**src/rtl/bcr_cfg.svh**
```systemverilog
`ifndef BCR_CFG_SVH
`define BCR_CFG_SVH

// Register addresses on the backport bus
`define BCR_ADDR_W 24
`define BCR_DATA_W 16
`define BCR_CSR_ADDR 24'h40FF0E
`define BCR_EVT_ADDR 24'h40FF1E
`define BCR_SEL_HI 23
`define BCR_SEL_LO 22
`define BCR_SEL_GATE 2'h2

// Control/status bit positions
`define BCR_CSR_RX_PATH_ON 0
`define BCR_CSR_SOFT_CLEAR 1
`define BCR_CSR_ABSENT 2
`define BCR_CSR_BOOT_SEL 3
`define BCR_CSR_TX_LIST_BAD 4
`define BCR_CSR_RX_LIST_BAD 5
`define BCR_CSR_IRQ_GATE 6
`define BCR_CSR_TX_DONE 7
`define BCR_CSR_INNER_LOOP 8
`define BCR_CSR_OUTER_LOOP 9
`define BCR_CSR_WATCHDOG 10
`define BCR_CSR_FUSE_GOOD 12
`define BCR_CSR_LINK_SENSE 13
`define BCR_CSR_PARITY 14
`define BCR_CSR_RX_DONE 15

// Control/status masks
`define BCR_CSR_HOST_WR 16'h87CB
`define BCR_CSR_CPU_WR 16'hC2B4
`define BCR_CSR_STORED 16'hC7FF
`define BCR_CSR_KEEP 16'h0030
`define BCR_CSR_RST 16'h0000

// Event register bit positions and masks
`define BCR_EVT_TIMER 0
`define BCR_EVT_CSR_WR 1
`define BCR_EVT_VEC_WR 2
`define BCR_EVT_TXL_WR 3
`define BCR_EVT_RXL_WR 4
`define BCR_EVT_STRAP_ONE 5
`define BCR_EVT_ROM_SEL 6
`define BCR_EVT_STRAP_TWO 12
`define BCR_EVT_LAMP_LO 13
`define BCR_EVT_WR 16'hE05F
`define BCR_EVT_FLAGS 16'h001F
`define BCR_EVT_KEEP 16'hE000
`define BCR_EVT_RST 16'h0000

`endif

```
**src/rtl/bcr_pkg.sv**
```systemverilog
package bcr_pkg;

    typedef struct packed {
        logic valid;
        logic wr;
        logic [23:0] addr;
        logic [15:0] wdata;
    } bcr_req_t;

    typedef struct packed {
        logic ack;
        logic [15:0] rdata;
    } bcr_rsp_t;

    typedef struct packed {
        logic rx_path_on;
        logic boot_load_sel;
        logic irq_gate;
        logic tx_done_irq;
        logic inner_loop;
        logic outer_loop;
        logic watchdog_on;
        logic rx_done_irq;
        logic absent_flag;
        logic tx_list_bad;
        logic rx_list_bad;
        logic parity_fault;
    } bcr_ctl_t;

    typedef struct packed {
        logic timer_expired;
        logic vec_write;
        logic tx_list_write;
        logic rx_list_write;
    } bcr_evt_t;

endpackage

```
**src/rtl/bcr_mask_write.sv**
```systemverilog
`timescale 1ns/1ps
`include "bcr_cfg.svh"

module bcr_mask_write import bcr_pkg::*; #(
    parameter int WIDTH = `BCR_DATA_W
) (
    input wire logic [WIDTH-1:0] cur,
    input wire logic [WIDTH-1:0] wdata,
    input wire logic we,
    input wire logic [WIDTH-1:0] mask,
    output logic [WIDTH-1:0] nxt
);

    logic [WIDTH-1:0] eff;

    always_comb begin
        eff = we ? mask : '0;
        nxt = (cur & ~eff) | (wdata & eff);
    end

endmodule

```
**src/rtl/bcr_regs.sv**
```systemverilog
`timescale 1ns/1ps
`include "bcr_cfg.svh"

module bcr_regs import bcr_pkg::*; #(
    parameter int DATA_W = `BCR_DATA_W
) (
    input wire logic core_clk,
    input wire logic rst,
    input wire bcr_req_t cpu_req,
    output bcr_rsp_t cpu_rsp,
    input wire bcr_req_t host_req,
    output bcr_rsp_t host_rsp,
    input wire bcr_evt_t evt_in,
    input wire logic fuse_good,
    input wire logic link_sense,
    input wire logic strap_one,
    input wire logic strap_two,
    output bcr_ctl_t ctl,
    output logic station_id_rom_sel,
    output logic [2:0] lamp,
    output logic cpu_irq_level2
);

    logic [DATA_W-1:0] control_status;
    logic [DATA_W-1:0] evt;
    logic cpu_sel;
    logic cpu_csr_hit;
    logic cpu_evt_hit;
    logic host_csr_hit;
    logic host_evt_hit;
    logic cpu_csr_we;
    logic cpu_evt_we;
    logic host_csr_we;
    logic host_evt_we;
    logic soft_hit;
    logic [DATA_W-1:0] csr_after_cpu;
    logic [DATA_W-1:0] csr_after_host;
    logic [DATA_W-1:0] evt_after_cpu;
    logic [DATA_W-1:0] evt_after_host;
    logic [DATA_W-1:0] next_csr;
    logic [DATA_W-1:0] next_evt;
    logic [DATA_W-1:0] evt_set;
    logic [DATA_W-1:0] csr_view;
    logic [DATA_W-1:0] evt_view;

    // Address decode
    always_comb begin
        // Select pair read bit 22 first, so the gate sits at 0x40xxxx
        cpu_sel = cpu_req.valid && ({cpu_req.addr[`BCR_SEL_LO], cpu_req.addr[`BCR_SEL_HI]} == `BCR_SEL_GATE);
        cpu_csr_hit = cpu_sel && (cpu_req.addr == `BCR_CSR_ADDR);
        cpu_evt_hit = cpu_sel && (cpu_req.addr == `BCR_EVT_ADDR);
        host_csr_hit = host_req.valid && (host_req.addr == `BCR_CSR_ADDR);
        host_evt_hit = host_req.valid && (host_req.addr == `BCR_EVT_ADDR);
        cpu_csr_we = cpu_csr_hit && cpu_req.wr;
        cpu_evt_we = cpu_evt_hit && cpu_req.wr;
        host_csr_we = host_csr_hit && host_req.wr;
        host_evt_we = host_evt_hit && host_req.wr;
        soft_hit = host_csr_we && host_req.wdata[`BCR_CSR_SOFT_CLEAR];
    end

    // Processor first, host last: host wins a shared bit in a tie
    bcr_mask_write #(.WIDTH(DATA_W)) u_csr_cpu (
        .cur(control_status),
        .wdata(cpu_req.wdata),
        .we(cpu_csr_we),
        .mask(`BCR_CSR_CPU_WR),
        .nxt(csr_after_cpu)
    );

    bcr_mask_write #(.WIDTH(DATA_W)) u_csr_host (
        .cur(csr_after_cpu),
        .wdata(host_req.wdata),
        .we(host_csr_we),
        .mask(`BCR_CSR_HOST_WR),
        .nxt(csr_after_host)
    );

    bcr_mask_write #(.WIDTH(DATA_W)) u_evt_cpu (
        .cur(evt),
        .wdata(cpu_req.wdata),
        .we(cpu_evt_we),
        .mask(`BCR_EVT_WR),
        .nxt(evt_after_cpu)
    );

    bcr_mask_write #(.WIDTH(DATA_W)) u_evt_host (
        .cur(evt_after_cpu),
        .wdata(host_req.wdata),
        .we(host_evt_we),
        .mask(`BCR_EVT_WR),
        .nxt(evt_after_host)
    );

    // New events
    always_comb begin
        evt_set = '0;
        evt_set[`BCR_EVT_TIMER] = evt_in.timer_expired;
        evt_set[`BCR_EVT_CSR_WR] = host_csr_we;
        evt_set[`BCR_EVT_VEC_WR] = evt_in.vec_write;
        evt_set[`BCR_EVT_TXL_WR] = evt_in.tx_list_write;
        evt_set[`BCR_EVT_RXL_WR] = evt_in.rx_list_write;
    end

    // Soft clear wipes all but the kept bits
    always_comb begin
        if (soft_hit) begin
            next_csr = csr_after_host & `BCR_CSR_KEEP;
            next_evt = evt_after_host & `BCR_EVT_KEEP;
        end else begin
            next_csr = csr_after_host & `BCR_CSR_STORED;
            next_evt = evt_after_host;
        end
    end

    // Control/status storage; soft_clear itself never stays set
    always_ff @(posedge core_clk or posedge rst) begin
        if (rst) begin
            control_status <= `BCR_CSR_RST;
        end else begin
            control_status <= next_csr;
        end
    end

    // Event storage; a new event beats a clear in the same cycle
    always_ff @(posedge core_clk or posedge rst) begin
        if (rst) begin
            evt <= `BCR_EVT_RST;
        end else begin
            evt <= (next_evt & `BCR_EVT_WR) | (evt_set & `BCR_EVT_FLAGS);
        end
    end

    // Read views
    always_comb begin
        csr_view = control_status & `BCR_CSR_STORED;
        csr_view[`BCR_CSR_SOFT_CLEAR] = 1'b0;
        csr_view[`BCR_CSR_FUSE_GOOD] = fuse_good;
        csr_view[`BCR_CSR_LINK_SENSE] = link_sense;
        evt_view = evt & `BCR_EVT_WR;
        evt_view[`BCR_EVT_STRAP_ONE] = strap_one;
        evt_view[`BCR_EVT_STRAP_TWO] = strap_two;
    end

    // Processor answer, one cycle after the request
    always_ff @(posedge core_clk or posedge rst) begin
        if (rst) begin
            cpu_rsp <= '0;
        end else begin
            cpu_rsp.ack <= cpu_sel;
            if (cpu_csr_hit && !cpu_req.wr) begin
                cpu_rsp.rdata <= csr_view;
            end else if (cpu_evt_hit && !cpu_req.wr) begin
                cpu_rsp.rdata <= evt_view;
            end else begin
                cpu_rsp.rdata <= 16'h0000;
            end
        end
    end

    // Host answer, one cycle after the request
    always_ff @(posedge core_clk or posedge rst) begin
        if (rst) begin
            host_rsp <= '0;
        end else begin
            host_rsp.ack <= host_req.valid;
            if (host_csr_hit && !host_req.wr) begin
                host_rsp.rdata <= csr_view;
            end else if (host_evt_hit && !host_req.wr) begin
                host_rsp.rdata <= evt_view;
            end else begin
                host_rsp.rdata <= 16'h0000;
            end
        end
    end

    // Control outputs straight from the stored bits
    always_comb begin
        ctl.rx_path_on = control_status[`BCR_CSR_RX_PATH_ON];
        ctl.boot_load_sel = control_status[`BCR_CSR_BOOT_SEL];
        ctl.irq_gate = control_status[`BCR_CSR_IRQ_GATE];
        ctl.tx_done_irq = control_status[`BCR_CSR_TX_DONE];
        ctl.inner_loop = control_status[`BCR_CSR_INNER_LOOP];
        ctl.outer_loop = control_status[`BCR_CSR_OUTER_LOOP];
        ctl.watchdog_on = control_status[`BCR_CSR_WATCHDOG];
        ctl.rx_done_irq = control_status[`BCR_CSR_RX_DONE];
        ctl.absent_flag = control_status[`BCR_CSR_ABSENT];
        ctl.tx_list_bad = control_status[`BCR_CSR_TX_LIST_BAD];
        ctl.rx_list_bad = control_status[`BCR_CSR_RX_LIST_BAD];
        ctl.parity_fault = control_status[`BCR_CSR_PARITY];
        station_id_rom_sel = evt[`BCR_EVT_ROM_SEL];
        lamp = evt[`BCR_EVT_LAMP_LO+2:`BCR_EVT_LAMP_LO];
        cpu_irq_level2 = |(evt & `BCR_EVT_FLAGS);
    end

endmodule

```
**config.mk**
```make
export PLATFORM = sky130hd
export DESIGN_NAME = bcr_regs
export DESIGN_NICKNAME = d
export VERILOG_FILES = /design/src/rtl/bcr_pkg.sv /design/src/rtl/bcr_mask_write.sv /design/src/rtl/bcr_regs.sv
export VERILOG_INCLUDE_DIRS = /design/src /design/src/rtl
export SDC_FILE = /design/constraint.sdc
export NUM_CORES = 1
export LEC_CHECK = 0
export ABC_AREA = 1
export BUFFER_PORTS_ARGS = -buffer_cell sky130_fd_sc_hd__buf_2
export CELL_PAD_IN_SITES_DETAIL_PLACEMENT = 1
export CELL_PAD_IN_SITES_GLOBAL_PLACEMENT = 1
export CORE_MARGIN = 5
export CORE_UTILIZATION = 32
export DETAILED_ROUTE_END_ITERATION = 10
export PLACE_DENSITY_LB_ADDON = 0.1
export RECOVER_POWER = 50
export SYNTH_ARGS = -nofsm -noshare
export SYNTH_HDL_FRONTEND = slang
export SYNTH_SLANG_ARGS = --single-unit
```
**constraint.sdc**
```tcl
create_clock -name core_clk -period 2.2 [get_ports core_clk]
set_input_delay 0.44 -clock core_clk [delete_from_list [all_inputs] [get_ports core_clk]]
set_output_delay 0.44 -clock core_clk [all_outputs]
set_load 0.02 [all_outputs]
```
; Yosys cells after proc, flatten, opt, wreduce, memory -nomap -nowiden
; Cells that the tools add are included.
[totals]
word_cells = 55
regBits = 66
output_inout_bits = 51
input_bits = 94
[classes]
mux = 10
reduce_logical = 17
bitwise = 17
eq_ne = 5
[ops]
columns = operator, count
row1 = two-way mux 16 bit, 9
row2 = bitwise AND 16 bit, 8
row3 = "equality test 24 x 23 -> 1 bit, second input constant", 4
row4 = inverter 16 bit, 4
row5 = bitwise OR 16 bit, 4
row6 = bitwise OR 16 x 5 -> 16 bit, 1
row7 = logical AND 1 bit, 14
row8 = two-way mux 7 bit, 1
row9 = OR reduction 5 bit, 1
row10 = "equality test 2 bit, second input constant", 1
row11 = logical NOT 1 bit, 2

; Logic depth before layout (Yosys ltp)
; Gate-level depths: netlist of run 1.
[depth]
depth_word = 12
depth_mapped = 11
mapped_depth_nobuf = 10

; Modules after synthesis
; Synthesis of run 1 repeated with hierarchy kept, for this count alone.
[hier_totals]
cells_unflattened = 579
hier_area_um2 = 3662.3
[modules_own_cells]
columns = mod, instances, seq_area_each_um2, cells_per_inst, area_each_um2
row1 = bcr_regs, 1, 1351.3, 311, 2486.1
row2 = bcr_mask_write, 4, 0.0, 67, 294.0

; Worst setup path after synthesis of run 1
; No wires, ideal clock.
[synth_path]
path_type = input-to-reg
start = input host_req[36] (netlist bit)
end = register evt[6]
arrival_ps = 1293
path_stages = 9
required_time_ps = 2076
slack_ps = 783
setup_time_ps = 124
n_path_buf = 1
path_cell_list = inv_1 -> nand2_1 -> nor2_1 -> nand2_2 -> nor2_8 -> nand3_1 -> buf_2 -> o21ai_1 -> a21oi_1
[synth_between]
elab_chain_len = 9
elab_cells_between_ends = 14
cone_classes = eq/ne (2) / mux (2) / bitwise (5) / reduce/logical (5)
[synth_rtl]
columns = element, line
row1 = start: declaration, bcr_regs.sv:11  ; input wire bcr_req_t host_req,
row2 = equality test 24 x 23 -> 1 bit (no line), -
row3 = logical AND 1 bit, bcr_regs.sv:53  ; host_evt_hit = host_req.valid && (host_req.addr == `BCR_EVT_ADDR);
row4 = logical AND 1 bit, bcr_regs.sv:57  ; host_evt_we = host_evt_hit && host_req.wr;
row5 = two-way mux 16 bit, bcr_mask_write.sv:17  ; eff = we ? mask : '0;
row6 = inverter 16 bit, bcr_mask_write.sv:18  ; nxt = (cur & ~eff) | (wdata & eff);
row7 = bitwise AND 16 bit, bcr_mask_write.sv:18
row8 = bitwise OR 16 bit, bcr_mask_write.sv:18
row9 = two-way mux 7 bit *, bcr_regs.sv:106  ; if (soft_hit) begin
row10 = net next_evt[6], bcr_regs.sv:41  ; logic [DATA_W-1:0] next_evt;
row11 = bitwise OR 16 x 5 -> 16 bit *, bcr_regs.sv:129  ; evt <= (next_evt & `BCR_EVT_WR) | (evt_set & `BCR_EVT_FLAGS);
row12 = end signal: assignment, bcr_regs.sv:127  ; evt <= `BCR_EVT_RST;
row13 = end signal: assignment, bcr_regs.sv:129
row14 = end: declaration, bcr_regs.sv:25  ; logic [DATA_W-1:0] evt;
; Mark *: on every way through the listed nets, which the timed path passes. The rest lies on a longest branch.

; Worst setup path after layout of run 1
[layout_path]
start = input cpu_req[39] (netlist bit)
end = register cpu_rsp[2] (netlist bit)
[layout_between]
elab_chain_len = 6
elab_cells_between_ends = 10
cone_classes = eq/ne (3) / mux (2) / reduce/logical (5)
[layout_rtl]
columns = element, line
row1 = start: declaration, bcr_regs.sv:9  ; input wire bcr_req_t cpu_req,
row2 = branches (longest 5 deep; another with equality test 24 x 23 -> 1 bit), -
row3 = two-way mux 16 bit *, bcr_regs.sv:150  ; if (cpu_csr_hit && !cpu_req.wr) begin
row4 = end: declaration, bcr_regs.sv:10  ; output bcr_rsp_t cpu_rsp,
; Mark *: on every way between the ends.

==> results of run 1 <==
## layer usage
layer  global-route usage [%]  vias to the layer above  wire length, µm
met1                     21.5                     1305             3800
met5                        0                        -                0
met4                     3.29                        0               98
li1                         -                     1411                -
met3                     3.70                       10              620
met2                     27.3                       95             4310
## flip-flops by register name, summed over array words and instances, names as in the netlist, named ones only
signal          flops
control_status     10
cpu_rsp            16
evt                 6
host_rsp           16
## metrics by stage
| stage | worst slack, ns | cells | hold WS, ns |
|---|---|---|---|
| final | 0.483 | 611 | 0.249 |
| after global routing | 0.320 | 611 | 0.233 |
| after CTS | 0.525 | 611 | 0.192 |
| after detailed placement | 0.357 | 603 | 0.522 |
| after global placement | 0.397 | 603 | 0.515 |
| after floorplan | 0.474 | 367 | 0.471 |
## power groups by stage
stage          Clock [mW]  Sequential, mW  Combinational [mW]
3_3_place_gp            0           0.995               0.179
5_1_grt             0.724           0.976               0.207
6_report            0.668           0.975               0.180
3_5_place_dp            0           0.995               0.186
2_1_floorplan           0           0.997              0.0738
4_1_cts             0.680           0.975               0.186
## layout make-up
cell class,count,area [µm²],share of cell area (%)
Timing Repair Buffer,142,713,19.0
Multi-Input combinational cell,223,1170,31.2
Sequential cell,53,1330,35.4
Clock inverter,2,38.8,1.04
Tap cell,108,135,3.61
Clock buffer,6,72.6,1.94
Inverter,77,294,7.85
## cell usage in the layout, fill, tap and decap left out, types with 2 or more instances in the layout
cell type  instances
a21oi_1            3
buf_2            113
buf_4              6
clkbuf_1          23
clkbuf_8           5
clkinv_4           2
conb_1             2
dfrtp_1           53
inv_1             73
inv_2              3
nand2_1           75
nand2_2            4
nand3_1           31
nand3_2            2
nand3_4            4
nand4_1           20
nor2_1            36
nor2_2             3
nor2_4             4
nor2_8             2
nor3_1             2
o21ai_0            8
o21ai_1           12
o22ai_1           10
## kinds of logic after synthesis
group,share of synthesized area [%]
and+or+nand+nor,34.2
buffers and inverters,13.8
DFF,45.8
AOI/OAI and AO/OA,6.13
other,0.129
## final timing paths
| path | from | to | cells past startpoint |
|---|---|---|---|
| max in group asynchronous | rst | cpu_rsp[1]$_DFF_PP0_ | 3 |
| min reg2reg | control_status[8]$_DFF_PP0_ | host_rsp[8]$_DFF_PP0_ | 2 |
| min in group asynchronous | rst | control_status[10]$_DFF_PP0_ | 2 |
| max | cpu_req[39] | cpu_rsp[2]$_DFF_PP0_ | 9 |
| max reg2reg | evt[1]$_DFF_PP0_ | cpu_rsp[1]$_DFF_PP0_ | 2 |
| min | host_req[41] | host_rsp[16]$_DFF_PP0_ | 1 |
## worst register-to-register path: stages (launching register included)
cell	delay (ns)
dfrtp_1	0.38
inv_1	0.07
nor4_1	0.31
==> impl_metrics.env, run 1 <==
export IMPL_async_flop_share_pct=100
export IMPL_cts_tree="yes"
export IMPL_critPathCaptureType="flop"
export IMPL_cts_htree_levels=2
export IMPL_ys_warn_count=0
export IMPL_drt_pass1_iter_count=4
export IMPL_finClkSkew_ns=0.00878
export IMPL_synth_top_cell_by_area="dfrtp_1"
export IMPL_leakage_nw=2.15
export IMPL_fmax_ghz=0.582
export IMPL_postPlaceCellArea_um2=3670
export IMPL_required_ns=2.41
export IMPL_synthCells=366
export IMPL_ys_seq_area_share_pct=45.8
export IMPL_critical_path_top_delay_family="simple AND/OR/NAND/NOR gates"
export IMPL_gp_congestion=0.739
export IMPL_peakVddDrop_mv=0.254
export IMPL_yosysMostFrequentCell="nand2_1"
export IMPL_synth_ff_type="dfrtp_1"
export IMPL_switching_share_pct=23.5
export IMPL_antenna_cells=0
export IMPL_syn2layout_area_growth_pct=29.3
export IMPL_antenna_found_initial=0
export IMPL_crit_type="input port to flop"
export IMPL_clkSlewWorstSetupHoldPaths_ns=0.10
export IMPL_drc=0
export IMPL_die_w_um=105
export IMPL_cts_made_buffers=5
export IMPL_p_seq_share_pct=53.5
export IMPL_hold_buffers=0
export IMPL_io_buffers=135
export IMPL_pwr_share_clk_pct=36.6
export IMPL_ant_nets=0
export IMPL_pin_count=145
export IMPL_dpl_hpwl_um=7300
export IMPL_hold_violations=0
export IMPL_power_mw=1.82
export IMPL_ys_types=29
export IMPL_status="completed"
export IMPL_synth_common_cells="nand2_1 (75), inv_1 (73), dfrtp_1 (53)"
export IMPL_worst_slew_pin_slew_ns=0.988
export IMPL_clockRootBuffer="clkbuf_8"
export IMPL_intPower_mw=1.39
export IMPL_worstHoldPathType="input port to flop"
export IMPL_via_per_inst=4.62
export IMPL_synth_area_um2=2900
export IMPL_maxSlewViolCount=0
export IMPL_crit_chain="buf_2, nor2_1, nand3_2, nor2_2, buf_4, nand2_4, nor2_8, nand3_1, o21ai_0"
export IMPL_combPwrFrac_pct=9.9
export IMPL_synth_edf_count=0
export IMPL_synth_top_area_share_pct=45.8
export IMPL_power_switching_mw=0.429
export IMPL_grt_pass1_wl_um=15000
export IMPL_die_y_um=105
export IMPL_final_util_pct=42.8
export IMPL_reg2reg_setup_slack_ns=1.33
export IMPL_power_density_nw_per_um2=486
export IMPL_drt_wirelength_per_cell_um=14.4
export IMPL_final_area_um2=3750
export IMPL_timing_final_crit_share_pct=78.1
export IMPL_cts_sinks=53
export IMPL_clock_path_buffers=2
export IMPL_core_area_um2=8760
export IMPL_ys_top_cells_by_area="dfrtp_1 (46%), nand2_1 (9.7%), inv_1 (9.5%)"
export IMPL_layout_min_cycle_time_ns=1.72
export IMPL_drt_iter0_markers=77
export IMPL_maxCapViolations=0
export IMPL_finalWirelength_um=8830
export IMPL_die_area_um2=11100
export IMPL_drive_above_1_share_pct=30.4
export IMPL_globalRouteOverflowTotal=0
export IMPL_num_vias=2821
export IMPL_grt_start_max_net_pins=31
export IMPL_num_rows=34
export IMPL_setup_tns_ns=0
export IMPL_fill_cells=1166
export IMPL_avgSynthCellArea_um2=7.92
export IMPL_slowest_delay_ns=0.37
export IMPL_rsz0062_at_grt="no"
export IMPL_final_setup_viol_count=0
export IMPL_cts_resized=0
export IMPL_cp_start_kind="input port"
export IMPL_ys_ff_latch=53
export IMPL_clk_insertion_delay_late_ns=0.30
export IMPL_slew_headroom_pct=34.0
export IMPL_grt_use_total_pct=16.3
export IMPL_postCtsSetupBuffers=0
export IMPL_arrival_ns=1.93
export IMPL_path_max_fanout=10
export IMPL_nNetsFinal=596
export IMPL_cp_num_buf_inv=2
export IMPL_initial_core_util_pct=33.1
export IMPL_cp_slowest_cell="nor2_1"
export IMPL_grt_pass1_vias=3013
Note: power is estimated with default switching activity, not from simulation.
==> run 2: changes to the inputs <==
==> constraint.sdc (replaced) <==
create_clock -name core_clk -period 1.7 [get_ports core_clk]
set_input_delay 0.34 -clock core_clk [delete_from_list [all_inputs] [get_ports core_clk]]
set_output_delay 0.34 -clock core_clk [all_outputs]
set_load 0.02 [all_outputs]
==> impl_metrics.env, run 2 (synthesis results as in run 1) <==
export IMPL_core_area_um2=8760
export IMPL_drive_above_1_share_pct=31.8
export IMPL_leakage_nw=2.16
export IMPL_antenna_found_initial=0
export IMPL_finalWirelength_um=8790
export IMPL_cp_start_kind="flop"
export IMPL_fill_cells=1155
export IMPL_timing_final_crit_share_pct=95.8
export IMPL_globalRouteOverflowTotal=0
export IMPL_final_common_cell="buf_2"
export IMPL_required_ns=1.36
export IMPL_drt_wirelength_per_cell_um=14.3
export IMPL_maxCapViolations=0
export IMPL_gp_congestion=0.777
export IMPL_layout_min_cycle_time_ns=1.63
export IMPL_postCtsSetupBuffers=0
export IMPL_cts_resized=0
export IMPL_pwr_share_clk_pct=32.4
export IMPL_slew_headroom_pct=11.6
export IMPL_grt_pass1_wl_um=14900
export IMPL_grt_use_total_pct=16.2
export IMPL_intPower_mw=1.65
export IMPL_via_per_inst=4.59
export IMPL_initial_core_util_pct=33.1
export IMPL_cts_made_buffers=5
export IMPL_clockRootBuffer="clkbuf_8"
export IMPL_die_area_um2=11100
export IMPL_cts_sinks=53
export IMPL_p_seq_share_pct=57.2
export IMPL_io_buffers=135
export IMPL_cts_htree_levels=2
export IMPL_ant_nets=0
export IMPL_path_max_fanout=4
export IMPL_clkSlewWorstSetupHoldPaths_ns=0.10
export IMPL_rsz0062_at_grt="no"
export IMPL_pin_count=145
export IMPL_num_vias=2823
export IMPL_drt_pass1_iter_count=4
export IMPL_cts_tree="yes"
export IMPL_switching_share_pct=25.3
export IMPL_grt_pass1_vias=3067
export IMPL_arrival_ns=1.29
export IMPL_dpl_hpwl_um=7190
export IMPL_worst_slew_pin_slew_ns=1.33
export IMPL_worstHoldPathType="input port to flop"
export IMPL_wl_met3_um=591
export IMPL_drc=0
export IMPL_die_y_um=105
export IMPL_final_setup_viol_count=0
export IMPL_num_rows=34
export IMPL_hold_violations=0
export IMPL_mostFrequentLayoutCells="buf_2 (117), nand2_1 (75), inv_1 (73)"
export IMPL_drt_iter0_markers=68
export IMPL_reg_top3="cpu_rsp (16), host_rsp (16), control_status (10)"
export IMPL_maxSlewViolCount=0
export IMPL_critPathCaptureType="output pin"
export IMPL_die_w_um=105
export IMPL_top_layer="met4"
export IMPL_wl_met1_um=3760
export IMPL_clock_path_buffers=2
export IMPL_dp_cells=607
export IMPL_crit_type="flop to output pin"
export IMPL_fin_cells=615
export IMPL_setup_tns_ns=0
export IMPL_clk_insertion_delay_late_ns=0.30
export IMPL_finClkSkew_ns=0.00762
export IMPL_grt_start_max_net_pins=54
export IMPL_combPwrFrac_pct=10.4
export IMPL_syn2layout_area_growth_pct=29.2
export IMPL_nNetsFinal=600
export IMPL_peakVddDrop_mv=0.336
export IMPL_antenna_cells=0
export IMPL_power_switching_mw=0.558
export IMPL_hold_buffers=0
export IMPL_status="completed"
export IMPL_fmax_ghz=0.614
export IMPL_power_density_nw_per_um2=590
export IMPL_routed_wl_met2_um=4340
[run 2: cell types whose count changed in the layout (fill, tap and decap cells not counted)]
cell	before	now
buf_12	1	0
clkbuf_2	0	2
nand3_1	31	32
bufinv_16	1	0
clkinv_4	2	1
and2_0	0	1
nand3_2	2	1
nor2_1	36	35
clkbuf_1	23	19
clkinvlp_4	0	2
nor2_4	4	5
buf_2	113	117
buf_4	6	9
and2_1	1	0
[run 2: worst paths after layout]
check                                             start                      to  slack, ns  depth (start not counted)
setup / recovery                       evt[2]$_DFF_PP0_          cpu_irq_level2       0.07                          3
hold / removal                             host_req[41]  host_rsp[16]$_DFF_PP0_       0.15                          1
setup reg to reg                       evt[1]$_DFF_PP0_    cpu_rsp[1]$_DFF_PP0_       0.87                          2
hold reg to reg            control_status[10]$_DFF_PP0_   cpu_rsp[10]$_DFF_PP0_       0.55                          2
max in group asynchronous                           rst   cpu_rsp[16]$_DFF_PP0_       0.43                          3
min in group asynchronous                           rst   cpu_rsp[10]$_DFF_PP0_       0.46                          3
[run 2: worst max-delay path: stages, from the launching register on]
cell     delay, ns
dfrtp_1       0.43
nor3_1        0.24
nand3_1       0.13
buf_2         0.18
[run 2: power groups by stage]
| stage | logic (mW) | clock network, mW | registers, mW |
|---|---|---|---|
| after CTS | 0.242 | 0.741 | 1.26 |
| final | 0.230 | 0.715 | 1.26 |
| after global placement | 0.231 | 0 | 1.29 |
| after floorplan | 0.0955 | 0 | 1.29 |
| after global routing | 0.266 | 0.779 | 1.26 |
| after detailed placement | 0.241 | 0 | 1.29 |
[run 2: stage by stage]
stage / worst slack, ns / util [%] / power (mW) / hold WS, ns / cell area [µm²]
2_1_floorplan: 0.0738 / - / 1.39 / 0.371 / 2900
3_3_place_gp: 0.0776 / 42.4 / 1.52 / 0.411 / 3710
3_5_place_dp: 0.0310 / 42.4 / 1.53 / 0.413 / 3710
4_1_cts: 0.0712 / 43.4 / 2.25 / 0.0752 / 3800
5_1_grt: 0.0335 / 42.7 / 2.31 / 0.138 / 3740
6_report: 0.0707 / 42.7 / 2.21 / 0.151 / 3740
[run 2: cell type report]
type	instances	area (µm²)	area share, %
sequential	53	1330	35.4
clock inverter	2	15.0	0.401
multi-input combinational	223	1170	31.2
inverter	77	294	7.85
timing repair buffer	146	731	19.5
clock buffer	6	72.6	1.94
tap	108	135	3.61
[run 2: routing by layer]
metal	GRT usage [%]	up-vias
met5	0	-
li1	-	1420
met3	3.51	6
met2	27.8	95
met4	4.11	0
met1	20.7	1302
